## config.mk

```make
export PLATFORM = sky130hd
export DESIGN_NAME = pll_lock_detect_holdover
export DESIGN_NICKNAME = d
export VERILOG_FILES = /design/src/rtl/phase_window_check.v /design/src/rtl/pll_lock_detect_holdover.v
export VERILOG_INCLUDE_DIRS = /design/src /design/src/inc
export SDC_FILE = /design/constraint.sdc
export NUM_CORES = 1
export LEC_CHECK = 0
export ABC_AREA = 1
export BUFFER_PORTS_ARGS = -buffer_cell sky130_fd_sc_hd__buf_2
export CAP_MARGIN = 10
export CORE_ASPECT_RATIO = 1.5
export CORE_MARGIN = 8
export CORE_UTILIZATION = 40
export DETAILED_ROUTE_END_ITERATION = 8
export PLACE_DENSITY = 0.73
export SLEW_MARGIN = 20
export SYNTH_ARGS = -nofsm -noshare
export SYNTH_HDL_FRONTEND = slang
export SYNTH_SLANG_ARGS = --single-unit
```

## constraint.sdc

```tcl
create_clock -name core_clk -period 6.1 [get_ports core_clk]
set_clock_uncertainty 0.1 [all_clocks]
set_input_delay 0.305 -clock core_clk [delete_from_list [all_inputs] [get_ports core_clk]]
set_output_delay 0.305 -clock core_clk [all_outputs]
set_load 0.01 [all_outputs]
```

## src/inc/pll_lock_defines.vh

```
// constants for the pll lock detect and holdover block
`ifndef PLL_LOCK_DEFINES_VH
`define PLL_LOCK_DEFINES_VH

// ------------------------------------------------------------
// widths and reset values
// ------------------------------------------------------------
`define LOCK_CNT_W        14
`define PHASE_W           12
`define DAC_W             10
`define HOLD_MODE_W       2
`define HOLD_MODE_ENABLED 2'h2
`define DAC_MIDSCALE      10'h200
`define DAC_RESET         10'h200
`define LOCK_CNT_ZERO     14'h0000
`define LOCK_CNT_ONE      14'h0001

// ------------------------------------------------------------
// state codes
// ------------------------------------------------------------
`define ST_ACQUIRE        2'h0
`define ST_LOCKED         2'h1
`define ST_HOLDOVER       2'h2

`endif

```

## src/rtl/phase_window_check.v

```verilog
// single comparison of phase error magnitude against the window
`default_nettype none

module phase_window_check #(
	parameter PHASE_W = 12
) (
	input  wire               core_clk,
	input  wire               rst,
	input  wire               sampleValid,
	input  wire [PHASE_W-1:0] phaseError,
	input  wire [PHASE_W-1:0] windowSize,
	output reg                checkValid,
	output reg                inWindow
);

	// ------------------------------------------------------------
	// two's complement magnitude
	// ------------------------------------------------------------
	wire               errNeg;
	wire [PHASE_W-1:0] errMag;

	assign errNeg = phaseError[PHASE_W-1];
	assign errMag = errNeg ? (~phaseError + {{(PHASE_W-1){1'b0}}, 1'b1}) : phaseError;

	// ------------------------------------------------------------
	// registered compare
	// ------------------------------------------------------------
	always @(posedge core_clk or posedge rst) begin
		if (rst) begin
			checkValid <= 1'b0;
			inWindow   <= 1'b0;
		end else begin
			checkValid <= sampleValid;
			inWindow   <= (errMag <= windowSize);
		end
	end

endmodule

`default_nettype wire

```

## src/rtl/pll_lock_detect_holdover.v

```verilog
// lock detector and holdover control for the first loop
`default_nettype none
`include "pll_lock_defines.vh"

// Overview of operation
// - lock time is counted in phase-detector comparisons up to the programmed count
// - lock indication rises after the programmed number of in-window comparisons
// - lock indication falls on any out-of-window comparison
// - with lockloss holdover disable low, loss of lock enters holdover
// - valid reference returning exits holdover and restarts lock acquisition
// - holdover is enabled only when holdover mode equals two
// - tracking enable low stops tuning voltage tracking into the dac
// - manual dac enable high drives holdover voltage from manual dac value
// - manual code 512 gives about half supply tuning voltage
module pll_lock_detect_holdover #(
	parameter LOCK_CNT_W = `LOCK_CNT_W,
	parameter PHASE_W    = `PHASE_W,
	parameter DAC_W      = `DAC_W
) (
	input  wire                  core_clk,
	input  wire                  rst,
	input  wire                  compareStrobe,
	input  wire [PHASE_W-1:0]    phaseError,
	input  wire [PHASE_W-1:0]    phase_window_size,
	input  wire [LOCK_CNT_W-1:0] lock_count_target,
	input  wire [`HOLD_MODE_W-1:0] holdoverMode,
	input  wire                  lockloss_holdover_disable,
	input  wire                  trackEnable,
	input  wire                  manual_dac_enable,
	input  wire [DAC_W-1:0]      manual_dac_value,
	input  wire [DAC_W-1:0]      tuneVoltageCode,
	input  wire                  referenceValid,
	output reg                   lock_indication,
	output reg                   holdoverActive,
	output reg                   tuneHold,
	output reg  [DAC_W-1:0]      holdoverDacCode,
	output reg  [LOCK_CNT_W-1:0] lockCount
);

	// ------------------------------------------------------------
	// state codes
	// ------------------------------------------------------------
	localparam [1:0] ST_ACQUIRE  = `ST_ACQUIRE;
	localparam [1:0] ST_LOCKED   = `ST_LOCKED;
	localparam [1:0] ST_HOLDOVER = `ST_HOLDOVER;

	// ------------------------------------------------------------
	// window comparison
	// ------------------------------------------------------------
	wire checkValid;
	wire inWindow;

	phase_window_check #(
		.PHASE_W(PHASE_W)
	) u_check (
		.core_clk   (core_clk),
		.rst        (rst),
		.sampleValid(compareStrobe),
		.phaseError (phaseError),
		.windowSize (phase_window_size),
		.checkValid (checkValid),
		.inWindow   (inWindow)
	);

	// ------------------------------------------------------------
	// lock counter and lock indication
	// ------------------------------------------------------------
	reg [LOCK_CNT_W-1:0] next_lockCount;
	reg                  next_lock;
	wire                 countReached;

	assign countReached = (lockCount >= lock_count_target);

	always @* begin
		next_lockCount = lockCount;
		next_lock      = lock_indication;
		if (holdoverActive) begin
			next_lockCount = `LOCK_CNT_ZERO;
			next_lock      = 1'b0;
		end else if (checkValid) begin
			if (!inWindow) begin
				next_lockCount = `LOCK_CNT_ZERO;
				next_lock      = 1'b0;
			end else begin
				if (!countReached)
					next_lockCount = lockCount + `LOCK_CNT_ONE;
				if ((lockCount + `LOCK_CNT_ONE) >= lock_count_target)
					next_lock = 1'b1;
			end
		end
	end

	// ------------------------------------------------------------
	// holdover state machine
	// ------------------------------------------------------------
	reg [1:0] state;
	reg [1:0] next_state;
	wire      holdEnabled;

	assign holdEnabled = (holdoverMode == `HOLD_MODE_ENABLED);

	always @* begin
		next_state = state;
		case (state)
			ST_ACQUIRE: begin
				if (next_lock)
					next_state = ST_LOCKED;
			end
			ST_LOCKED: begin
				if (!next_lock) begin
					if (holdEnabled && !lockloss_holdover_disable)
						next_state = ST_HOLDOVER;
					else
						next_state = ST_ACQUIRE;
				end
			end
			ST_HOLDOVER: begin
				if (referenceValid || !holdEnabled)
					next_state = ST_ACQUIRE;
			end
			default: begin
				next_state = ST_ACQUIRE;
			end
		endcase
	end

	// ------------------------------------------------------------
	// holdover dac source
	// ------------------------------------------------------------
	reg [DAC_W-1:0] trackedCode;
	reg [DAC_W-1:0] next_dac;

	always @* begin
		if (manual_dac_enable)
			next_dac = manual_dac_value;
		else
			next_dac = trackedCode;
	end

	// ------------------------------------------------------------
	// holdover entry decode
	// ------------------------------------------------------------
	wire nextHold;

	assign nextHold = (next_state == ST_HOLDOVER);

	// ------------------------------------------------------------
	// state register
	// ------------------------------------------------------------
	always @(posedge core_clk or posedge rst) begin
		if (rst) begin
			state <= ST_ACQUIRE;
		end else begin
			state <= next_state;
		end
	end

	// ------------------------------------------------------------
	// lock counter register
	// ------------------------------------------------------------
	always @(posedge core_clk or posedge rst) begin
		if (rst) begin
			lockCount <= `LOCK_CNT_ZERO;
		end else begin
			lockCount <= next_lockCount;
		end
	end

	// ------------------------------------------------------------
	// lock indication register
	// ------------------------------------------------------------
	always @(posedge core_clk or posedge rst) begin
		if (rst) begin
			lock_indication <= 1'b0;
		end else begin
			lock_indication <= next_lock;
		end
	end

	// ------------------------------------------------------------
	// holdover flag register
	// ------------------------------------------------------------
	always @(posedge core_clk or posedge rst) begin
		if (rst) begin
			holdoverActive <= 1'b0;
		end else begin
			holdoverActive <= nextHold;
		end
	end

	// ------------------------------------------------------------
	// oscillator hold register
	// ------------------------------------------------------------
	always @(posedge core_clk or posedge rst) begin
		if (rst) begin
			tuneHold <= 1'b0;
		end else begin
			tuneHold <= nextHold;
		end
	end

	// ------------------------------------------------------------
	// tracked tuning code
	// ------------------------------------------------------------
	always @(posedge core_clk or posedge rst) begin
		if (rst) begin
			trackedCode <= `DAC_RESET;
		end else begin
			// track only while locked and not in holdover
			if (trackEnable && (state == ST_LOCKED))
				trackedCode <= tuneVoltageCode;
		end
	end

	// ------------------------------------------------------------
	// holdover dac output register
	// ------------------------------------------------------------
	always @(posedge core_clk or posedge rst) begin
		if (rst) begin
			holdoverDacCode <= `DAC_RESET;
		end else begin
			holdoverDacCode <= next_dac;
		end
	end

endmodule

`default_nettype wire

```

Yosys cells after proc, flatten, opt, wreduce, memory -nomap -nowiden
Cells that the tools add are included.
{"block": "op_classes", "bitwise": 1, "muxes": 15, "add_sub_neg": 2, "order_cmp": 3, "n_eq_ne": 5, "n_reduce_logical": 8}
{"cell": "$mux W14", "count": 4}
{"cell": "$ge A14 B14 Y1", "count": 2}
{"cell": "$add A14 B1 Y14 const B", "count": 1}
{"cell": "$add A12 B1 Y12 const B", "count": 1}
{"cell": "$le A12 B12 Y1", "count": 1}
{"cell": "$mux W12", "count": 1}
{"cell": "$not A12 Y12", "count": 1}
{"cell": "$mux W10", "count": 1}
{"cell": "$mux W2", "count": 4}
{"cell": "$eq A2 B2 Y1 const B", "count": 3}
{"cell": "$pmux W2 S3", "count": 1}
{"cell": "$mux W1", "count": 4}
{"cell": "$ne A3 B3 Y1 const B", "count": 1}
{"cell": "$eq A2 B1 Y1 const B", "count": 1}
{"cell": "$logic_and A1 B1 Y1", "count": 2}
{"cell": "$logic_not A1 Y1", "count": 2}
{"cell": "$logic_not A2 Y1", "count": 1}
{"cell": "$reduce_and A2 Y1", "count": 1}
{"cell": "$reduce_bool A2 Y1", "count": 1}
{"cell": "$logic_or A1 B1 Y1", "count": 1}
{"block": "word_totals", "in_bits": 67, "word_cells": 42, "output_inout_bits": 27, "reg_bits": 40}

Depth between registers and ports, before layout
{"block": "logic_depth", "depth_word": 9, "mapped_depth": 19, "depth_no_buf": 19}

Modules after synthesis
A second synthesis with hierarchy kept.
{"block": "unflattened", "hier_cells": 485, "area_unflattened_um2": 3424.5}
{"mod": "pll_lock_detect_holdover", "cells_per_inst": 369, "area_each_um2": 2737.6, "instances": 1, "seq_area_each_um2": 953.4}
{"mod": "phase_window_check", "cells_per_inst": 116, "area_each_um2": 686.9, "instances": 1, "seq_area_each_um2": 50.0}

Least setup slack after synthesis
Ideal clock, no wire load.
{"block": "synth_path", "path_kind": "reg2reg", "start": "reg lockCount[0]", "end": "reg state[1]", "t_required_ps": 5882, "setup_slack_ps": 3638, "path_stages_with_launch": 20, "setup_ps": 118, "t_arrival_ps": 2244, "cell_sequence": "dfrtp_1 > ha_1 > nand3_1 > inv_1 > nand2_1 > nor2_1 > xor2_1 > inv_1 > ha_1 > nand2_1 > nor2_1 > nand2_1 > nor2_1 > nand2_1 > nand3_1 > nand2_1 > nand2_1 > nand2_1 > nand2_1 > nand2_1"}
{"block": "synth_between", "elab_chain_cells": 8}
{"element": "start: declaration", "line_no": "pll_lock_detect_holdover.v:37", "rtl": "output reg [LOCK_CNT_W-1:0] lockCount"}
{"element": "start signal: assignment", "line_no": "pll_lock_detect_holdover.v:163", "rtl": "lockCount <= `LOCK_CNT_ZERO;"}
{"element": "start signal: assignment", "line_no": "pll_lock_detect_holdover.v:165", "rtl": "lockCount <= next_lockCount;"}
{"element": "$add A14 B1 Y14 (no line) (*)"}
{"element": "$ge A14 B14 Y1 (*)", "line_no": "pll_lock_detect_holdover.v:87", "rtl": "if ((lockCount + `LOCK_CNT_ONE) >= lock_count_target)"}
{"element": "$mux W1 (*)", "line_no": "pll_lock_detect_holdover.v:87"}
{"element": "$mux W1 (*)", "line_no": "pll_lock_detect_holdover.v:81", "rtl": "if (!inWindow) begin"}
{"element": "$mux W1 (*)", "line_no": "pll_lock_detect_holdover.v:80", "rtl": "end else if (checkValid) begin"}
{"element": "$mux W1 (*)", "line_no": "pll_lock_detect_holdover.v:77", "rtl": "if (holdoverActive) begin"}
{"element": "$mux W2 (on tied branches)", "line_no": "pll_lock_detect_holdover.v:110, pll_lock_detect_holdover.v:106"}
{"element": "$pmux W2 S3 (*)", "line_no": "pll_lock_detect_holdover.v:104", "rtl": "case (state)"}
{"element": "via next_state[1]", "line_no": "pll_lock_detect_holdover.v:97", "rtl": "reg [1:0] next_state;"}
{"element": "end signal: assignment", "line_no": "pll_lock_detect_holdover.v:154", "rtl": "state <= next_state;"}
{"element": "end: declaration", "line_no": "pll_lock_detect_holdover.v:96", "rtl": "reg [1:0] state;"}
The timed path passes the listed nets; every way through them passes the cells marked *.
A chain may end at the register's enable or synchronous reset.

Worst setup path in the final report
Ends and elaborated chain as after synthesis.

==> impl_metrics.tcl <==
set metrics [dict create \
    cts-buffers-inserted 5 \
    multi_input_area_um2 1830 \
    drt-pass1-iter-count 4 \
    netlist_area_um2 3210 \
    grt_pass1_wl_um 14200 \
    clkTransAtPathRegs_ns 0.06 \
    fin_crit_ns 2.77 \
    crit_slowest_cell "dfrtp_1" \
    postSynth.asyncResetShare 1.00 \
    cp-end-kind "flop" \
    grt_max_degree 41 \
    ys_ff_latch 40 \
    period_share 0.453 \
    die_width_um 89.2 \
    cp_slowest_stage_delay_ns 0.47 \
    drtIter0Drc 116 \
    core-area_um2 7910 \
    drive_above_1_share 0.201 \
    grt_antenna_before_repair 0 \
    fin_nets 661 \
    globalRouteOverflowTotal 0 \
    cp-start-kind "flop" \
    yosysSeqAreaShare 0.312 \
    switching_share 0.308 \
    hpwl_um 6930 \
    placed_area_um2 3770 \
    synth-main-ff-cell "dfrtp_1" \
    viasPerCell 4.70 \
    max-cap-violations 0 \
    crit_top_cell "nand2_1" \
    synth_nets 570 \
    max_freq_mhz 362 \
    start_util 0.406 \
    tightest_slew_ns 0.682 \
    critical_path.top_delay_family "simple AND/OR/NAND/NOR gates" \
    setup_tns_ns 0 \
    setup_violations 0 \
    ys.warnings.count 0 \
    dpl.cell_count 650 \
    synth.area.top_cells "dfrtp_1 30%, ha_1 16%, nand2_1 14%, inv_1 10%, nor2_1 5.7%" \
    clk_latency_ns 0.29 \
    n_fill_cell 853 \
    synth.avg_cell_area_um2 6.97 \
    netlist_instances 461 \
    io_buffers 93 \
    power.internal_uw 563 \
    wl_per_cell_um 12.7 \
    cts_hold_buf 0 \
    power_density_nw_per_um2 207 \
    vdd_drop_max_uv 180 \
    critPathKind "reg -> reg" \
    post_cts_buffers 0 \
    p_seq_frac 0.370 \
    clockBufferDepth 2 \
    p_leak_nw 2.41 \
    final_antenna_net_count 0 \
    vias 3095 \
    cts_num_sinks 40 \
    drc 0 \
    grt_pass1_vias 3212 \
    fin_cells 658 \
    yosys.area.top_type_share 0.296 \
    diodes 0 \
    cp_max_fo 8 \
    ios 94 \
    rows 40 \
    synth_top_cell_by_area "dfrtp_1" \
    area_growth_pct 22.5 \
    final_util 0.498 \
    worstPathCellList "ha_1 > nand3_1 > inv_1 > nand2_1 > nor2_1 > xor2_1 > inv_1 > ha_1 > nand2_1 > nor2_1 > nand2_1 > nor2_1 > nand2_1 > nand3_1 > nand2_1 > nand2_1 > nand2_1 > nand2_1 > nand2_1" \
    die_area_um2 11200 \
    synth_most_common_cell "nand2_1" \
    synth_cell_type_count 31 \
    p_switching_uw 251 \
    power_frac_clock 0.377 \
    combPwrFrac 0.252 \
    worst-path-buf-inv 2 \
    seq_area_um2 1000 \
    cts_tree "done" \
    rsz0062_at_grt "no" \
    crit_required_ns 6.18 \
    hold_viol 0 \
    die_y_um 126 \
    wl_um 8340 \
    outcome "finished clean" \
    synth_edf_count 0 \
    hp-class "in -> reg" \
    clockRootBuffer "clkbuf_16" \
    fin_area_um2 3940 \
    drv_slew 0 \
    htree_levels 2 \
    globalplace.congestion 0.907 \
    worst_ep_arrival_time_ns 2.84 \
    grt_usage 0.158 \
    synth_common_cells "123 x nand2_1, 88 x inv_1, 49 x nor2_1, 42 x ha_1, 38 x dfrtp_1" \
    post_cts_resized 0 \
    slew_headroom 0.544 \
]
[power by group through the flow]
stage / Combinational, mW / Clock, mW / Sequential [mW]
6_report: 0.205 / 0.307 / 0.302
5_1_grt: 0.240 / 0.330 / 0.305
4_1_cts: 0.209 / 0.317 / 0.302
3_5_place_dp: 0.208 / 0 / 0.307
3_3_place_gp: 0.201 / 0 / 0.305
2_1_floorplan: 0.128 / 0 / 0.310
[sequential cells by signal, summed over array words and instances (netlist names)]
signal              count
holdoverDacCode        10
lockCount              14
lock_indication         1
state                   2
trackedCode            10
tuneHold                1
u_check.checkValid      1
u_check.inWindow        1
[layout make-up]
class                      instances  area share
timing repair buffer              94       0.120
multi-input combinational        323       0.464
clock buffer                       5      0.0318
tap                              105      0.0334
sequential                        40       0.255
inverter                          88      0.0839
clock inverter                     3      0.0118
[cell families (layout without fill, tap and decap cells)]
family                   Yosys count  count (layout)  synth area share
AND/OR/NAND/NOR                  220             220             0.288
buffers and inverters             98             190             0.119
AO/OA/AOI/OAI                     45              45            0.0736
adder cells (fa/ha/maj)           42              42             0.163
flip-flops                        40              40             0.312
XOR/XNOR                          16              16            0.0436
[through the flow]
step	power, mW	setup slack, ns	hold WS [ns]
2_1_floorplan	0.438	3.64	0.236
3_3_place_gp	0.506	3.50	0.323
3_5_place_dp	0.514	3.36	0.320
4_1_cts	0.827	3.35	0.0196
5_1_grt	0.875	3.12	0.0236
6_report	0.814	3.33	0.0309
[cells in the final DEF, fill, tap and decap left out, types with 2 or more instances in the layout]
master     Yosys  routed
buf_2          2      93
clkbuf_16      0       5
nor4_1         2       2
nand4_1        6       6
xor2_1        13      13
a21oi_1       25      25
o21ai_0       15      15
nand2_1      123     123
dfrtp_1       38      38
nor2_1        49      49
xnor2_1        3       3
nor3_1         6       6
dfstp_2        2       2
ha_1          42      42
inv_1         88      88
nand3_1       26      26
[worst paths after layout]
check,start,depth (start not counted),slack [ns],endpoint
max,lockCount[0],19,3.33,state[1]
min,compareStrobe,1,0.03,u_check.checkValid
max reg2reg,lockCount[0],19,3.33,state[1]
min reg2reg,state[1],1,0.37,state[0]
max in group asynchronous,rst,3,5.49,trackedCode[9]
min in group asynchronous,rst,3,0.04,lockCount[8]
[per-layer routing]
| metal | vias to the layer above | track usage | wire [µm] |
|---|---|---|---|
| met5 | - | 0 | 0 |
| met4 | 0 | 0.0738 | 199 |
| met3 | 16 | 0.0273 | 389 |
| met2 | 72 | 0.289 | 4480 |
| met1 | 1386 | 0.164 | 3270 |
| li1 | 1621 | - | - |
No activity file was read; power rests on OpenSTA's default activity.
